`config.mk`:
```
export PLATFORM = sky130hd
export DESIGN_NAME = eiw_core
export DESIGN_NICKNAME = d
export VERILOG_FILES = /design/src/rtl/eiw_pkg.sv /design/src/rtl/eiw_pin_if.sv /design/src/rtl/eiw_core.sv /design/src/rtl/eiw_pin_detect.sv /design/src/rtl/eiw_pwr_seq.sv
export SDC_FILE = /design/constraint.sdc
export NUM_CORES = 1
export LEC_CHECK = 0
export BUFFER_PORTS_ARGS = -buffer_cell sky130_fd_sc_hd__buf_4
export CAP_MARGIN = 10
export CORE_MARGIN = 2
export CORE_UTILIZATION = 42
export CTS_BUF_LIST = sky130_fd_sc_hd__clkbuf_16
export DETAILED_ROUTE_END_ITERATION = 7
export GPL_ROUTABILITY_DRIVEN = 0
export GPL_TIMING_DRIVEN = 0
export PLACE_DENSITY = 0.77
export REMOVE_ABC_BUFFERS = 1
export SYNTH_ARGS = -nofsm -noshare
export SYNTH_HDL_FRONTEND = slang
export SYNTH_SLANG_ARGS = --single-unit
```
`constraint.sdc`:
```
create_clock -name mclk_in -period 2.5 [get_ports mclk_in]
set_input_delay 0.5 -clock mclk_in [delete_from_list [all_inputs] [get_ports mclk_in]]
set_output_delay 0.5 -clock mclk_in [all_outputs]
set_load 0.05 [all_outputs]
```
`src/rtl/eiw_pkg.sv`:
```
// constants, state type and register map of the external interrupt 0 request and wakeup block
//
// Overview of operation
// - input-enable change may set request flag
// - waveform-select change may set request flag
// - waveform bit picks the valid pin waveform
// - skip instruction tests, skips, clears flag while interrupt disabled
// - input disabled means pin is ignored, except by wakeup
// - arm then power-off enters back-up
// - lone power-off never enters back-up
package eiw_pkg;

  // ****************************************************************
  // bus shape
  // ****************************************************************
  localparam int DATA_W = 32;
  localparam int ADDR_W = 8;
  localparam int BE_W = 4;

  // ****************************************************************
  // register byte offsets
  // ****************************************************************
  localparam logic [ADDR_W-1:0] CTRL_OFS = 8'h00;
  localparam logic [ADDR_W-1:0] IEN_OFS = 8'h04;
  localparam logic [ADDR_W-1:0] WAKE_OFS = 8'h08;
  localparam logic [ADDR_W-1:0] CMD_OFS = 8'h0C;
  localparam logic [ADDR_W-1:0] STAT_OFS = 8'h10;
  localparam logic [ADDR_W-1:0] EVT_OFS = 8'h14;
  localparam logic [ADDR_W-1:0] MASK_OFS = 8'h18;

  // ****************************************************************
  // field positions
  // ****************************************************************
  localparam int CTRL_W = 4;
  localparam int CTRL_IN_EN_BIT = 3;
  localparam int CTRL_SEL_BIT = 2;
  localparam int IEN_EXT0_BIT = 0;
  localparam int WAKE_EXT0_BIT = 0;
  localparam int CMD_W = 3;
  localparam logic [CMD_W-1:0] CMD_SKIP = 3'h1;
  localparam logic [CMD_W-1:0] CMD_ARM = 3'h2;
  localparam logic [CMD_W-1:0] CMD_POF = 3'h4;
  localparam int STAT_FLAG_BIT = 0;
  localparam int STAT_BACKUP_BIT = 1;
  localparam int STAT_SKIP_BIT = 2;
  localparam int STAT_ARMED_BIT = 3;
  localparam int EVT_W = 3;
  localparam int EVT_REQ_BIT = 0;
  localparam int EVT_WAKE_BIT = 1;
  localparam int EVT_REFUSE_BIT = 2;

  // ****************************************************************
  // reset values
  // ****************************************************************
  localparam logic [CTRL_W-1:0] CTRL_RST = 4'h0;
  localparam logic IEN_RST = 1'h0;
  localparam logic WAKE_RST = 1'h0;
  localparam logic [EVT_W-1:0] EVT_RST = 3'h0;
  localparam logic [EVT_W-1:0] MASK_RST = 3'h0;
  localparam logic [DATA_W-1:0] RDATA_RST = 32'h0000_0000;

  // power sequencing states, gray along run, armed, back-up
  typedef enum logic [1:0] {
    PWR_RUN = 2'h0,
    PWR_ARMED = 2'h1,
    PWR_BACKUP = 2'h3
  } eiw_pwr_t;

endpackage : eiw_pkg

```
`src/rtl/eiw_pin_if.sv`:
```
// interface between the pin detector and the request core
`timescale 1ns/100ps
`default_nettype none
interface eiw_pin_if;
  logic input_en;
  logic wave_sel;
  logic valid_level;
  logic active_rise;
  modport det (
    input input_en,
    input wave_sel,
    output valid_level,
    output active_rise
  );
  modport core (
    output input_en,
    output wave_sel,
    input valid_level,
    input active_rise
  );
endinterface : eiw_pin_if
`default_nettype wire

```
`src/rtl/eiw_core.sv`:
```
// external interrupt 0 request, skip test, wakeup and back-up control with bus slave
`timescale 1ns/100ps
`default_nettype none
module eiw_core (
  input wire logic mclk_in,
  input wire logic nrst_in,
  input wire logic [eiw_pkg::ADDR_W-1:0] avs_address_in,
  input wire logic avs_read_in,
  input wire logic avs_write_in,
  input wire logic [eiw_pkg::DATA_W-1:0] avs_writedata_in,
  input wire logic [eiw_pkg::BE_W-1:0] avs_byteenable_in,
  output logic [eiw_pkg::DATA_W-1:0] avs_readdata_out,
  output logic avs_waitrequest_out,
  input wire logic ext_irq0_pin_in,
  input wire logic irq_ack_in,
  output logic ext0_irq_out,
  output logic skip_out,
  output logic backup_out,
  output logic irq_out
);

  // ****************************************************************
  // declarations
  // ****************************************************************
  eiw_pin_if pif ();

  logic wait_reg;
  logic [eiw_pkg::DATA_W-1:0] rdata_reg;
  logic [eiw_pkg::DATA_W-1:0] rdata_next;
  logic [eiw_pkg::CTRL_W-1:0] ext0_control_reg;
  logic irq_enable_reg;
  logic wakeup_reg;
  logic ext0_request_flag_reg;
  logic ext0_request_flag_next;
  logic skip_res_reg;
  logic skip_reg;
  logic ext0_irq_reg;
  logic irq_reg;
  logic [eiw_pkg::EVT_W-1:0] evt_reg;
  logic [eiw_pkg::EVT_W-1:0] evt_next;
  logic [eiw_pkg::EVT_W-1:0] evt_set;
  logic [eiw_pkg::EVT_W-1:0] mask_reg;
  logic req;
  logic take;
  logic wr;
  logic wr_cmd;
  logic [eiw_pkg::CMD_W-1:0] cmd;
  logic skip_cmd;
  logic arm_cmd;
  logic pof_cmd;
  logic skip_clr;
  logic seq_armed;
  logic seq_backup;
  logic seq_refused;
  logic seq_woke;

  // ****************************************************************
  // address decode
  // ****************************************************************
  // one decoder shared by write strobes and the read mux
  function automatic logic hit(
    input logic [eiw_pkg::ADDR_W-1:0] addr,
    input logic [eiw_pkg::ADDR_W-1:0] ofs
  );
    return addr == ofs;
  endfunction : hit

  // ****************************************************************
  // avalon slave handshake
  // ****************************************************************
  // every access waits one cycle, so read data can come from a flop
  assign req = avs_read_in | avs_write_in;
  assign take = req & ~wait_reg;
  // writes only count when the low byte lane is enabled
  assign wr = take & avs_write_in & avs_byteenable_in[0];
  assign wr_cmd = wr & hit(avs_address_in, eiw_pkg::CMD_OFS);
  assign cmd = avs_writedata_in[eiw_pkg::CMD_W-1:0];

  // waitrequest drops for exactly the accepting cycle
  always_ff @(posedge mclk_in) begin
    if (!nrst_in) begin
      wait_reg <= 1'h1;
    end else if (req && wait_reg) begin
      wait_reg <= 1'h0;
    end else begin
      wait_reg <= 1'h1;
    end
  end

  // read mux, unmapped offsets read as zero
  always_comb begin
    rdata_next = eiw_pkg::RDATA_RST;
    if (hit(avs_address_in, eiw_pkg::CTRL_OFS)) begin
      rdata_next[eiw_pkg::CTRL_W-1:0] = ext0_control_reg;
    end else if (hit(avs_address_in, eiw_pkg::IEN_OFS)) begin
      rdata_next[eiw_pkg::IEN_EXT0_BIT] = irq_enable_reg;
    end else if (hit(avs_address_in, eiw_pkg::WAKE_OFS)) begin
      rdata_next[eiw_pkg::WAKE_EXT0_BIT] = wakeup_reg;
    end else if (hit(avs_address_in, eiw_pkg::STAT_OFS)) begin
      rdata_next[eiw_pkg::STAT_FLAG_BIT] = ext0_request_flag_reg;
      rdata_next[eiw_pkg::STAT_BACKUP_BIT] = seq_backup;
      rdata_next[eiw_pkg::STAT_SKIP_BIT] = skip_res_reg;
      rdata_next[eiw_pkg::STAT_ARMED_BIT] = seq_armed;
    end else if (hit(avs_address_in, eiw_pkg::EVT_OFS)) begin
      rdata_next[eiw_pkg::EVT_W-1:0] = evt_reg;
    end else if (hit(avs_address_in, eiw_pkg::MASK_OFS)) begin
      rdata_next[eiw_pkg::EVT_W-1:0] = mask_reg;
    end
  end

  // read data latched as waitrequest falls, stands at the taking edge
  always_ff @(posedge mclk_in) begin
    if (!nrst_in) begin
      rdata_reg <= eiw_pkg::RDATA_RST;
    end else if (avs_read_in && wait_reg) begin
      rdata_reg <= rdata_next;
    end
  end

  // ****************************************************************
  // control registers
  // ****************************************************************
  // external 0 control: input enable and valid waveform select
  always_ff @(posedge mclk_in) begin
    if (!nrst_in) begin
      ext0_control_reg <= eiw_pkg::CTRL_RST;
    end else if (wr && hit(avs_address_in, eiw_pkg::CTRL_OFS)) begin
      ext0_control_reg <= avs_writedata_in[eiw_pkg::CTRL_W-1:0];
    end
  end

  // interrupt enable; software clears it before touching control bits
  always_ff @(posedge mclk_in) begin
    if (!nrst_in) begin
      irq_enable_reg <= eiw_pkg::IEN_RST;
    end else if (wr && hit(avs_address_in, eiw_pkg::IEN_OFS)) begin
      irq_enable_reg <= avs_writedata_in[eiw_pkg::IEN_EXT0_BIT];
    end
  end

  // key-on wakeup enable, not gated by the input enable on purpose
  always_ff @(posedge mclk_in) begin
    if (!nrst_in) begin
      wakeup_reg <= eiw_pkg::WAKE_RST;
    end else if (wr && hit(avs_address_in, eiw_pkg::WAKE_OFS)) begin
      wakeup_reg <= avs_writedata_in[eiw_pkg::WAKE_EXT0_BIT];
    end
  end

  // ****************************************************************
  // pin detector
  // ****************************************************************
  assign pif.input_en = ext0_control_reg[eiw_pkg::CTRL_IN_EN_BIT];
  assign pif.wave_sel = ext0_control_reg[eiw_pkg::CTRL_SEL_BIT];

  eiw_pin_detect u_detect (
    .mclk_in(mclk_in),
    .nrst_in(nrst_in),
    .ext_irq0_pin_in(ext_irq0_pin_in),
    .pin_if(pif.det)
  );

  // ****************************************************************
  // instruction decode
  // ****************************************************************
  // a command word with more than one bit set counts as a plain instruction
  assign skip_cmd = wr_cmd & (cmd == eiw_pkg::CMD_SKIP);
  assign arm_cmd = wr_cmd & (cmd == eiw_pkg::CMD_ARM);
  assign pof_cmd = wr_cmd & (cmd == eiw_pkg::CMD_POF);

  // ****************************************************************
  // request flag and skip test
  // ****************************************************************
  // the skip only clears while the interrupt is disabled
  assign skip_clr = (skip_cmd & ~irq_enable_reg) | irq_ack_in;

  // a new edge in the clearing cycle is kept: set beats clear
  always_comb begin
    ext0_request_flag_next = ext0_request_flag_reg & ~skip_clr;
    if (pif.active_rise) begin
      ext0_request_flag_next = 1'h1;
    end
  end

  always_ff @(posedge mclk_in) begin
    if (!nrst_in) begin
      ext0_request_flag_reg <= 1'h0;
    end else begin
      ext0_request_flag_reg <= ext0_request_flag_next;
    end
  end

  // skip result: pulse on skip_out plus a readable copy
  always_ff @(posedge mclk_in) begin
    if (!nrst_in) begin
      skip_reg <= 1'h0;
      skip_res_reg <= 1'h0;
    end else begin
      skip_reg <= skip_cmd & ~irq_enable_reg & ext0_request_flag_reg;
      if (skip_cmd) begin
        skip_res_reg <= ~irq_enable_reg & ext0_request_flag_reg;
      end
    end
  end

  // core interrupt request, held back while the enable is clear
  always_ff @(posedge mclk_in) begin
    if (!nrst_in) begin
      ext0_irq_reg <= 1'h0;
    end else begin
      ext0_irq_reg <= ext0_request_flag_reg & irq_enable_reg;
    end
  end

  // ****************************************************************
  // power-off sequencing
  // ****************************************************************
  // every accepted write with the low byte lane enabled counts as one executed instruction
  eiw_pwr_seq u_seq (
    .mclk_in(mclk_in),
    .nrst_in(nrst_in),
    .instr_in(wr),
    .arm_in(arm_cmd),
    .pof_in(pof_cmd),
    .wake_in(wakeup_reg & pif.valid_level),
    .backup_out(seq_backup),
    .armed_out(seq_armed),
    .refused_out(seq_refused),
    .woke_out(seq_woke)
  );

  // ****************************************************************
  // sticky events and interrupt line
  // ****************************************************************
  assign evt_set = {seq_refused, seq_woke, pif.active_rise};

  // write one to clear, a same-cycle event keeps its bit
  always_comb begin
    evt_next = evt_reg;
    if (wr && hit(avs_address_in, eiw_pkg::EVT_OFS)) begin
      evt_next = evt_reg & ~avs_writedata_in[eiw_pkg::EVT_W-1:0];
    end
    evt_next = evt_next | evt_set;
  end

  always_ff @(posedge mclk_in) begin
    if (!nrst_in) begin
      evt_reg <= eiw_pkg::EVT_RST;
    end else begin
      evt_reg <= evt_next;
    end
  end

  always_ff @(posedge mclk_in) begin
    if (!nrst_in) begin
      mask_reg <= eiw_pkg::MASK_RST;
    end else if (wr && hit(avs_address_in, eiw_pkg::MASK_OFS)) begin
      mask_reg <= avs_writedata_in[eiw_pkg::EVT_W-1:0];
    end
  end

  // registered so the output never glitches on decode
  always_ff @(posedge mclk_in) begin
    if (!nrst_in) begin
      irq_reg <= 1'h0;
    end else begin
      irq_reg <= |(evt_reg & mask_reg);
    end
  end

  // ****************************************************************
  // outputs
  // ****************************************************************
  assign avs_readdata_out = rdata_reg;
  assign avs_waitrequest_out = wait_reg;
  assign ext0_irq_out = ext0_irq_reg;
  assign skip_out = skip_reg;
  assign backup_out = seq_backup;
  assign irq_out = irq_reg;

  // ****************************************************************
  // checks
  // ****************************************************************
  flag_set_a: assert property (
    @(posedge mclk_in) disable iff (!nrst_in)
    pif.active_rise |=> ext0_request_flag_reg
  ) else $error("request flag not set after valid waveform");

  pin_ignored_a: assert property (
    @(posedge mclk_in) disable iff (!nrst_in)
    !ext0_control_reg[eiw_pkg::CTRL_IN_EN_BIT] |-> !pif.active_rise
  ) else $error("pin seen while input disabled");

  ctrl_edge_a: assert property (
    @(posedge mclk_in) disable iff (!nrst_in)
    ($rose(ext0_control_reg[eiw_pkg::CTRL_IN_EN_BIT]) && pif.valid_level)
      |=> ext0_request_flag_reg
  ) else $error("enabling input at valid level did not set flag");

  wave_edge_a: assert property (
    @(posedge mclk_in) disable iff (!nrst_in)
    ($changed(ext0_control_reg[eiw_pkg::CTRL_SEL_BIT])
      && $stable(ext0_control_reg[eiw_pkg::CTRL_IN_EN_BIT])
      && ext0_control_reg[eiw_pkg::CTRL_IN_EN_BIT]
      && pif.valid_level && $stable(pif.valid_level) == 1'h0)
      |=> ext0_request_flag_reg
  ) else $error("waveform change at valid level did not set flag");

  skip_clear_a: assert property (
    @(posedge mclk_in) disable iff (!nrst_in)
    (skip_cmd && !irq_enable_reg && !pif.active_rise)
      |=> !ext0_request_flag_reg && (skip_res_reg == $past(ext0_request_flag_reg))
  ) else $error("skip did not test and clear the flag");

  skip_enabled_a: assert property (
    @(posedge mclk_in) disable iff (!nrst_in)
    (skip_cmd && irq_enable_reg && ext0_request_flag_reg && !irq_ack_in)
      |=> ext0_request_flag_reg && !skip_out
  ) else $error("skip acted while interrupt enabled");

  irq_gate_a: assert property (
    @(posedge mclk_in) disable iff (!nrst_in)
    (ext0_request_flag_reg && irq_enable_reg) [*2] |-> ext0_irq_out
  ) else $error("enabled request not raised");

  irq_block_a: assert property (
    @(posedge mclk_in) disable iff (!nrst_in)
    !irq_enable_reg |=> !ext0_irq_out
  ) else $error("request raised while disabled");

  backup_entry_a: assert property (
    @(posedge mclk_in) disable iff (!nrst_in)
    (pof_cmd && seq_armed) |=> backup_out
  ) else $error("armed power-off did not enter back-up");

  pof_alone_a: assert property (
    @(posedge mclk_in) disable iff (!nrst_in)
    (pof_cmd && !seq_armed && !backup_out) |=> !backup_out ##1 evt_reg[eiw_pkg::EVT_REFUSE_BIT]
  ) else $error("lone power-off entered back-up");

  wake_exit_a: assert property (
    @(posedge mclk_in) disable iff (!nrst_in)
    (backup_out && wakeup_reg && pif.valid_level) |=> !backup_out
  ) else $error("wakeup level did not end back-up");

  bus_answer_a: assert property (
    @(posedge mclk_in) disable iff (!nrst_in)
    (req && avs_waitrequest_out) |=> !avs_waitrequest_out
  ) else $error("bus access not answered in one cycle");

endmodule : eiw_core
`default_nettype wire

```
`src/rtl/eiw_pin_detect.sv`:
```
// synchroniser and valid-waveform detector for the external interrupt 0 pin
`timescale 1ns/100ps
`default_nettype none
module eiw_pin_detect (
  input wire logic mclk_in,
  input wire logic nrst_in,
  input wire logic ext_irq0_pin_in,
  eiw_pin_if.det pin_if
);

  logic sync1_reg;
  logic sync2_reg;
  logic active_reg;
  logic active_now;

  // two-stage synchroniser, first stage read by nothing else
  always_ff @(posedge mclk_in) begin
    if (!nrst_in) begin
      sync1_reg <= 1'h0;
      sync2_reg <= 1'h0;
    end else begin
      sync1_reg <= ext_irq0_pin_in;
      sync2_reg <= sync1_reg;
    end
  end

  // select 1 takes high level / rising edge, 0 low level / falling edge
  assign pin_if.valid_level = pin_if.wave_sel ? sync2_reg : ~sync2_reg;
  // a disabled input never looks active
  assign active_now = pin_if.input_en & pin_if.valid_level;

  // previous gated level, so that control writes also make edges
  always_ff @(posedge mclk_in) begin
    if (!nrst_in) begin
      active_reg <= 1'h0;
    end else begin
      active_reg <= active_now;
    end
  end

  // a change of either control bit can turn the gated level on
  assign pin_if.active_rise = active_now & ~active_reg;

endmodule : eiw_pin_detect
`default_nettype wire

```
`src/rtl/eiw_pwr_seq.sv`:
```
// arm and power-off sequencer holding the ram back-up state
`timescale 1ns/100ps
`default_nettype none
module eiw_pwr_seq (
  input wire logic mclk_in,
  input wire logic nrst_in,
  input wire logic instr_in,
  input wire logic arm_in,
  input wire logic pof_in,
  input wire logic wake_in,
  output logic backup_out,
  output logic armed_out,
  output logic refused_out,
  output logic woke_out
);

  eiw_pkg::eiw_pwr_t state_reg;
  eiw_pkg::eiw_pwr_t state_next;

  // arming lasts exactly one instruction
  always_comb begin
    state_next = state_reg;
    case (state_reg)
      eiw_pkg::PWR_RUN: begin
        if (arm_in) begin
          state_next = eiw_pkg::PWR_ARMED;
        end
      end
      eiw_pkg::PWR_ARMED: begin
        if (pof_in) begin
          state_next = eiw_pkg::PWR_BACKUP;
        end else if (!arm_in && instr_in) begin
          state_next = eiw_pkg::PWR_RUN;
        end
      end
      eiw_pkg::PWR_BACKUP: begin
        if (wake_in) begin
          state_next = eiw_pkg::PWR_RUN;
        end
      end
      default: begin
        state_next = eiw_pkg::PWR_RUN;
      end
    endcase
  end

  // state and one-cycle event pulses
  always_ff @(posedge mclk_in) begin
    if (!nrst_in) begin
      state_reg <= eiw_pkg::PWR_RUN;
      refused_out <= 1'h0;
      woke_out <= 1'h0;
    end else begin
      state_reg <= state_next;
      refused_out <= pof_in && (state_reg == eiw_pkg::PWR_RUN);
      woke_out <= wake_in && (state_reg == eiw_pkg::PWR_BACKUP);
    end
  end

  assign backup_out = state_reg[1];
  assign armed_out = (state_reg == eiw_pkg::PWR_ARMED);

endmodule : eiw_pwr_seq
`default_nettype wire
```
==> metrics.txt, run 1 <==
outcome=finished clean; vias in the first global route=1113; maxcap violations=0; kind of start point of the critical path=input pin; sequential area share after synthesis=38.1%; Mean Syn Cell Area=8.65 sq um; fraction of registers with async set/reset=0%; Clock Tree Root=clkbuf_16; post-layout util=51.5%; final net count=252; CTS tree=yes; Distinct cells, synth=41; Setup CP Type=input pin to flip-flop; Sw Share=27.8%; compound-cell area share of the yosys netlist=13.1%; Synth area leaders=dfxtp_1 (38%), buf_4 (14%), mux2i_1 (6.6%); DR iter-0 viols=108; Routed WL per cell=12.6 microns; first-pass GRT wire length=5.09 mm; maximum clock insertion buffer count=2; clock share of power=45.4%; CP Max Fanout=4; # rows=21; hold endpoint=u_detect.sync2_reg; multi-input logic area=774 sq um; antenna violations before repair=0; Die H=64.2 microns; DR vias/cell=4.99; Post-synth EDFFs=0; share of the synthesized area in the top cell type=38.1%; total setup buffers inserted after CTS=0; Power Dens Cells=674 nW/um^2; hold violation count in the final report=0; Lkg Pwr=0.728 nW; CP required=2690 ps; drt first pass iters=4; vias=1237; Boundary Pins=87; Reg clk slew, reported paths=40 ps; largest family of logic cells by synthesized area=simple AND/OR/NAND/NOR gates; cell internal pwr=0.000856 W; CP arrival=1990 ps; number of CTS-inserted buffers=5; core area=3420 sq um; simple-gate area share of the yosys netlist=23.7%; switching pwr=0.000329 W; R2R Setup Slk=1040 ps; min-delay worst type=flip-flop to flip-flop; WL final=3.12 mm; clk sinks=29; Non-Filler Instances=248; Comb pwr share=14.9%; XOR/XNOR Fraction of Synth Area=0.575%; Yosys reg bits=29; Slew Viols, Final=0; Post-Synth Adder-Cell Area=0%; Post-DP HPWL=2.28 mm; area leader, netlist=dfxtp_1; worst reg-to-reg path cell count=4; cell count after synthesis=176; CTS Hold Bufs=0; setup TNS=0 ps; FF-to-FF Start=avs_waitrequest_out; final period demand of the worst path=1800 ps; power share of the sequential group=39.8%; Inst Count DP=241; DRC viols=0; worst min-delay path startpoint=u_detect.sync1_reg; Overflow after GRT=0; post-cts sizing count=0; pin count of the biggest net entering global routing=29; kind of end point of the critical path=flip-flop; final worst-path setup slack=701 ps; H-tree levels=2; Detail Route Antenna Nets=0; # diodes=0; number of fill cells in the layout=336; worst hold path depth=1; # setup viols final=0; RSZ-0062 raised after global routing=false; area occupied by registers=581 sq um; area delta synth->final=15.5%; die width=64.2 microns; Tcrit/Tclk final=72.0%; Die Area=4120 sq um; Peak VDD IR=0.329 mV; # port buffers=27; Initial Util=44.6%; share of cells above drive strength 1=17.8%; Tot Pwr=0.00119 W; GRT Total Usage=16.6%; Synthesis Warnings=0; dpl ws=461 ps; synthesized area=1520 sq um; clock latency on the worst-skew pair=270 ps; most frequent cells in the layout=dfxtp_1 (29), conb_1 (28), buf_4 (27); multiplexer share of the synthesized area=6.57%; Synth Flop Type=dfxtp_1; Max Clk Rate=556 MHz; commonest non-fill, non-tap cell in the layout=dfxtp_1; worst r2r dst=ext0_request_flag_reg; Layout Skew=5.04 ps
-- final cells by class --
class / instances / area share (%)
clock buffer: 5 / 7.11
clock inverter: 2 / 0.427
inverter: 3 / 0.640
multi-input combinational: 136 / 44.0
sequential: 29 / 33.0
tap: 46 / 3.27
timing repair buffer: 27 / 11.5
-- per-layer routing --
layer	routed length, microns	track usage, %	share of wire [%]	up-vias
met5	0	0	0	-
met4	61	10.6	2.0	0
met3	222	4.40	7.1	6
met2	1520	26.0	49	49
met1	1310	20.0	42	570
li1	-	-	-	612
-- power groups by stage --
stage,clock network [W],logic (W),registers (W)
after floorplan,0,0.000115,0.000492
after global placement,0,0.000175,0.000480
after detailed placement,0,0.000175,0.000480
after CTS,0.000546,0.000175,0.000471
after global routing,0.000568,0.000186,0.000472
final,0.000538,0.000176,0.000471
-- metrics by stage --
step                      hold WS (ps)  instance area (sq um)
after global placement             415                   1630
after CTS                          435                   1760
after global routing               452                   1760
final                              430                   1760
after detailed placement           424                   1630
after floorplan                    412                   1370
-- synth_stat cells, drive strengths merged (2+ instances only) --
cell type and n:
a31oi 2, o2bb2ai 3, inv 3, buf 30
mux2i 10, nor3 4, nand2 21, a32oi 2
clkbuf 5, nor2 6, o21ai 9, nand3b 4
nor3b 2, a21oi 7, and2 3, dfxtp 29
and3 5, nand3 10, nor2b 4, a2bb2oi 2
-- worst max-delay path by stage --
stage | slack [ps] | endpoint | from
4_1_cts | 710 | mask_reg[0] | avs_address_in[1]
6_report | 700 | mask_reg[0] | avs_address_in[1]
3_3_place_gp | 460 | mask_reg[1] | avs_address_in[1]
5_1_grt | 650 | mask_reg[2] | avs_address_in[1]
3_5_place_dp | 460 | mask_reg[2] | avs_address_in[1]
2_1_floorplan | 740 | mask_reg[0] | avs_address_in[1]
-- worst max-delay path, cell delays in order --
cell	delay (ps)
buf_4	110
or4_4	560
nor3b_2	270
and3_1	330
mux2i_1	220
-- kinds of logic (layout without fill, tap and decap cells) --
family | count (synthesis) | after routing
and+or+nand+nor | 66 | 66
buffers and inverters | 38 | 37
AOI/OAI and AO/OA | 31 | 31
DFF | 29 | 29
muxes | 10 | 10
other | 1 | 28
xor gates and xnor gates | 1 | 1
Power figures use the tool's default switching activity.
==> run 2, diff against run 1 <==
ABC_AREA = 1   (was unset)
CORE_UTILIZATION = 40   (was 42)
PLACE_DENSITY = 0.76   (was 0.77)
clock period = 1.6 ns   (was 2.5 ns; I/O delays follow)
==> run 2 against run 1 <==
Net effect:
- register-to-register slack worse by 680 ps
- synthesized cell count is 25% higher
- setup slack worse by 350 ps
==> metrics.txt, run 2 <==
min-delay worst type=input pin to flip-flop; multi-input logic area=762 sq um; pin count of the biggest net entering global routing=20; switching pwr=0.000535 W; most frequent cells in the layout=nand2_1 (38), dfxtp_1 (29), conb_1 (28); die width=66.9 microns; share of cells above drive strength 1=21.9%; drt first pass iters=4; Post-synth EDFFs=0; DRC viols=0; Die H=66.9 microns; maxcap violations=0; Initial Util=42.3%; Synthesis Warnings=0; CP arrival=930 ps; CP Buf/Inv Count=1; commonest non-fill, non-tap cell in the layout=nand2_1; Worst path max stage delay=420 ps; Boundary Pins=87; sequential area share after synthesis=36.7%; Layout Skew=5.08 ps; total setup buffers inserted after CTS=0; top cells by count, synth=nand2_1 (38), dfxtp_1 (29), buf_4 (28); Sw Share=28.5%; post-cts sizing count=0; # port buffers=27; number of CTS-inserted buffers=5; share of the synthesized area in the top cell type=36.7%; number of fill cells in the layout=398; final worst-path setup slack=353 ps; synthesized area=1580 sq um; CP delay by family, top=flip-flops; cell count after synthesis=220; Slew Viols, Final=0; cell internal pwr=0.00134 W; Routed WL per cell=10.8 microns; area occupied by registers=581 sq um; RSZ-0062 raised after global routing=false; maximum clock insertion buffer count=2; # setup viols final=0; Max Clk Rate=802 MHz; Tcrit/Tclk final=78.0%; # rows=22; clock latency on the worst-skew pair=270 ps; core area=3740 sq um; kind of start point of the critical path=flip-flop; vias=1362; H-tree levels=2; antenna violations before repair=0; worst hold path depth=3; power share of the sequential group=39.4%; Comb pwr share=15.6%; worst reg-to-reg path cell count=6; Detail Route Antenna Nets=0; Clock Tree Root=clkbuf_16; Yosys reg bits=29; Synth Flop Type=dfxtp_1; # diodes=0; CTS Hold Bufs=0; hold violation count in the final report=0; final period demand of the worst path=1250 ps; Post-DP HPWL=2.41 mm; Synth area leaders=dfxtp_1 (37%), buf_4 (13%), nand2_1 (9.0%); Mean Syn Cell Area=7.20 sq um; outcome=finished clean; Lkg Pwr=0.862 nW; CP Max Fanout=6; worst r2r dst=mask_reg[1]; first-pass GRT wire length=5.10 mm; clock share of power=45.0%; most frequent cell after synthesis=nand2_1; kind of end point of the critical path=output pin; FF-to-FF Start=avs_waitrequest_out; DR iter-0 viols=52; dpl ws=151 ps; R2R Setup Slk=360 ps; CTS tree=yes; slowest CP cell=dfxtp_1; hold endpoint=u_detect.sync1_reg; vias in the first global route=1183; Tot Pwr=0.00188 W; worst min-delay path startpoint=ext_irq0_pin_in; setup TNS=0 ps; Reg clk slew, reported paths=40 ps; WL final=3.24 mm; area leader, netlist=dfxtp_1; Die Area=4480 sq um; clk sinks=29; final net count=301; CP required=1280 ps; Peak VDD IR=0.628 mV; Distinct cells, synth=30; DR vias/cell=4.56; Setup CP Type=flip-flop to output pin; critical path, cell by cell=buf_4; area delta synth->final=17.5%; fraction of registers with async set/reset=0%; GRT Total Usage=15.5%; Power Dens Cells=1010 nW/um^2; Overflow after GRT=0
-- run 2: layer usage --
| layer | GRT usage, % | vias to the layer above | share of wire, % |
|---|---|---|---|
| met3 | 5.57 | 8 | 6.7 |
| met5 | 0 | - | 0 |
| met4 | 6.89 | 0 | 2.2 |
| met1 | 17.8 | 600 | 44 |
| li1 | - | 703 | - |
| met2 | 25.6 | 51 | 47 |
-- run 2: worst reg2reg max path, delay by kind of cell, from the launching register on --
kind / cells / cell delay [ps]
AND/OR/NAND/NOR: 3 / 390
buffers and inverters: 1 / 130
AO/OA/AOI/OAI: 2 / 260
flip-flops: 1 / 350
-- run 2: cells by family after synthesis --
kind of cell | synth area share [%]
other | 0.237
AOI/OAI and AO/OA | 13.5
xor gates and xnor gates | 0.553
buffers and inverters | 21.6
and+or+nand+nor | 27.4
DFF | 36.7
-- run 2: how the worst max path moves through the flow --
stage | start | to | slack (ps) | cells after the start
6_report | u_seq.state_reg[1] | backup_out | 350 | 1
4_1_cts | u_seq.state_reg[1] | backup_out | 350 | 1
5_1_grt | avs_address_in[0] | avs_readdata_out[1] | 210 | 10
3_3_place_gp | avs_address_in[6] | avs_readdata_out[0] | 190 | 10
3_5_place_dp | avs_address_in[1] | mask_reg[1] | 150 | 7
2_1_floorplan | avs_waitrequest_out | u_seq.state_reg[0] | 230 | 8
-- run 2: through the flow --
stage	instance area, sq um	hold slack [ps]	instances	util [%]
after floorplan	1470	390	217	-
after global placement	1730	393	292	46.2
after detailed placement	1730	399	292	46.2
after CTS	1860	236	299	49.7
after global routing	1860	252	299	49.7
final	1860	234	299	49.7
-- run 2: power groups by stage --
| stage | Clock, W | Sequential, W | Combinational (W) |
|---|---|---|---|
| after floorplan | 0 | 0.000778 | 0.000196 |
| final | 0.000844 | 0.000740 | 0.000293 |
| after detailed placement | 0 | 0.000753 | 0.000291 |
| after global placement | 0 | 0.000754 | 0.000289 |
| after CTS | 0.000852 | 0.000740 | 0.000292 |
| after global routing | 0.000889 | 0.000740 | 0.000311 |
-- run 2: layout make-up --
cell class / instances / share of cell area [%]
repair buffers: 27 / 10.9
clock buffers: 5 / 6.72
flip-flops and latches: 29 / 31.2
inverters: 33 / 6.65
multi-input cells: 155 / 40.9
clock inverters: 2 / 0.403
well taps: 48 / 3.23
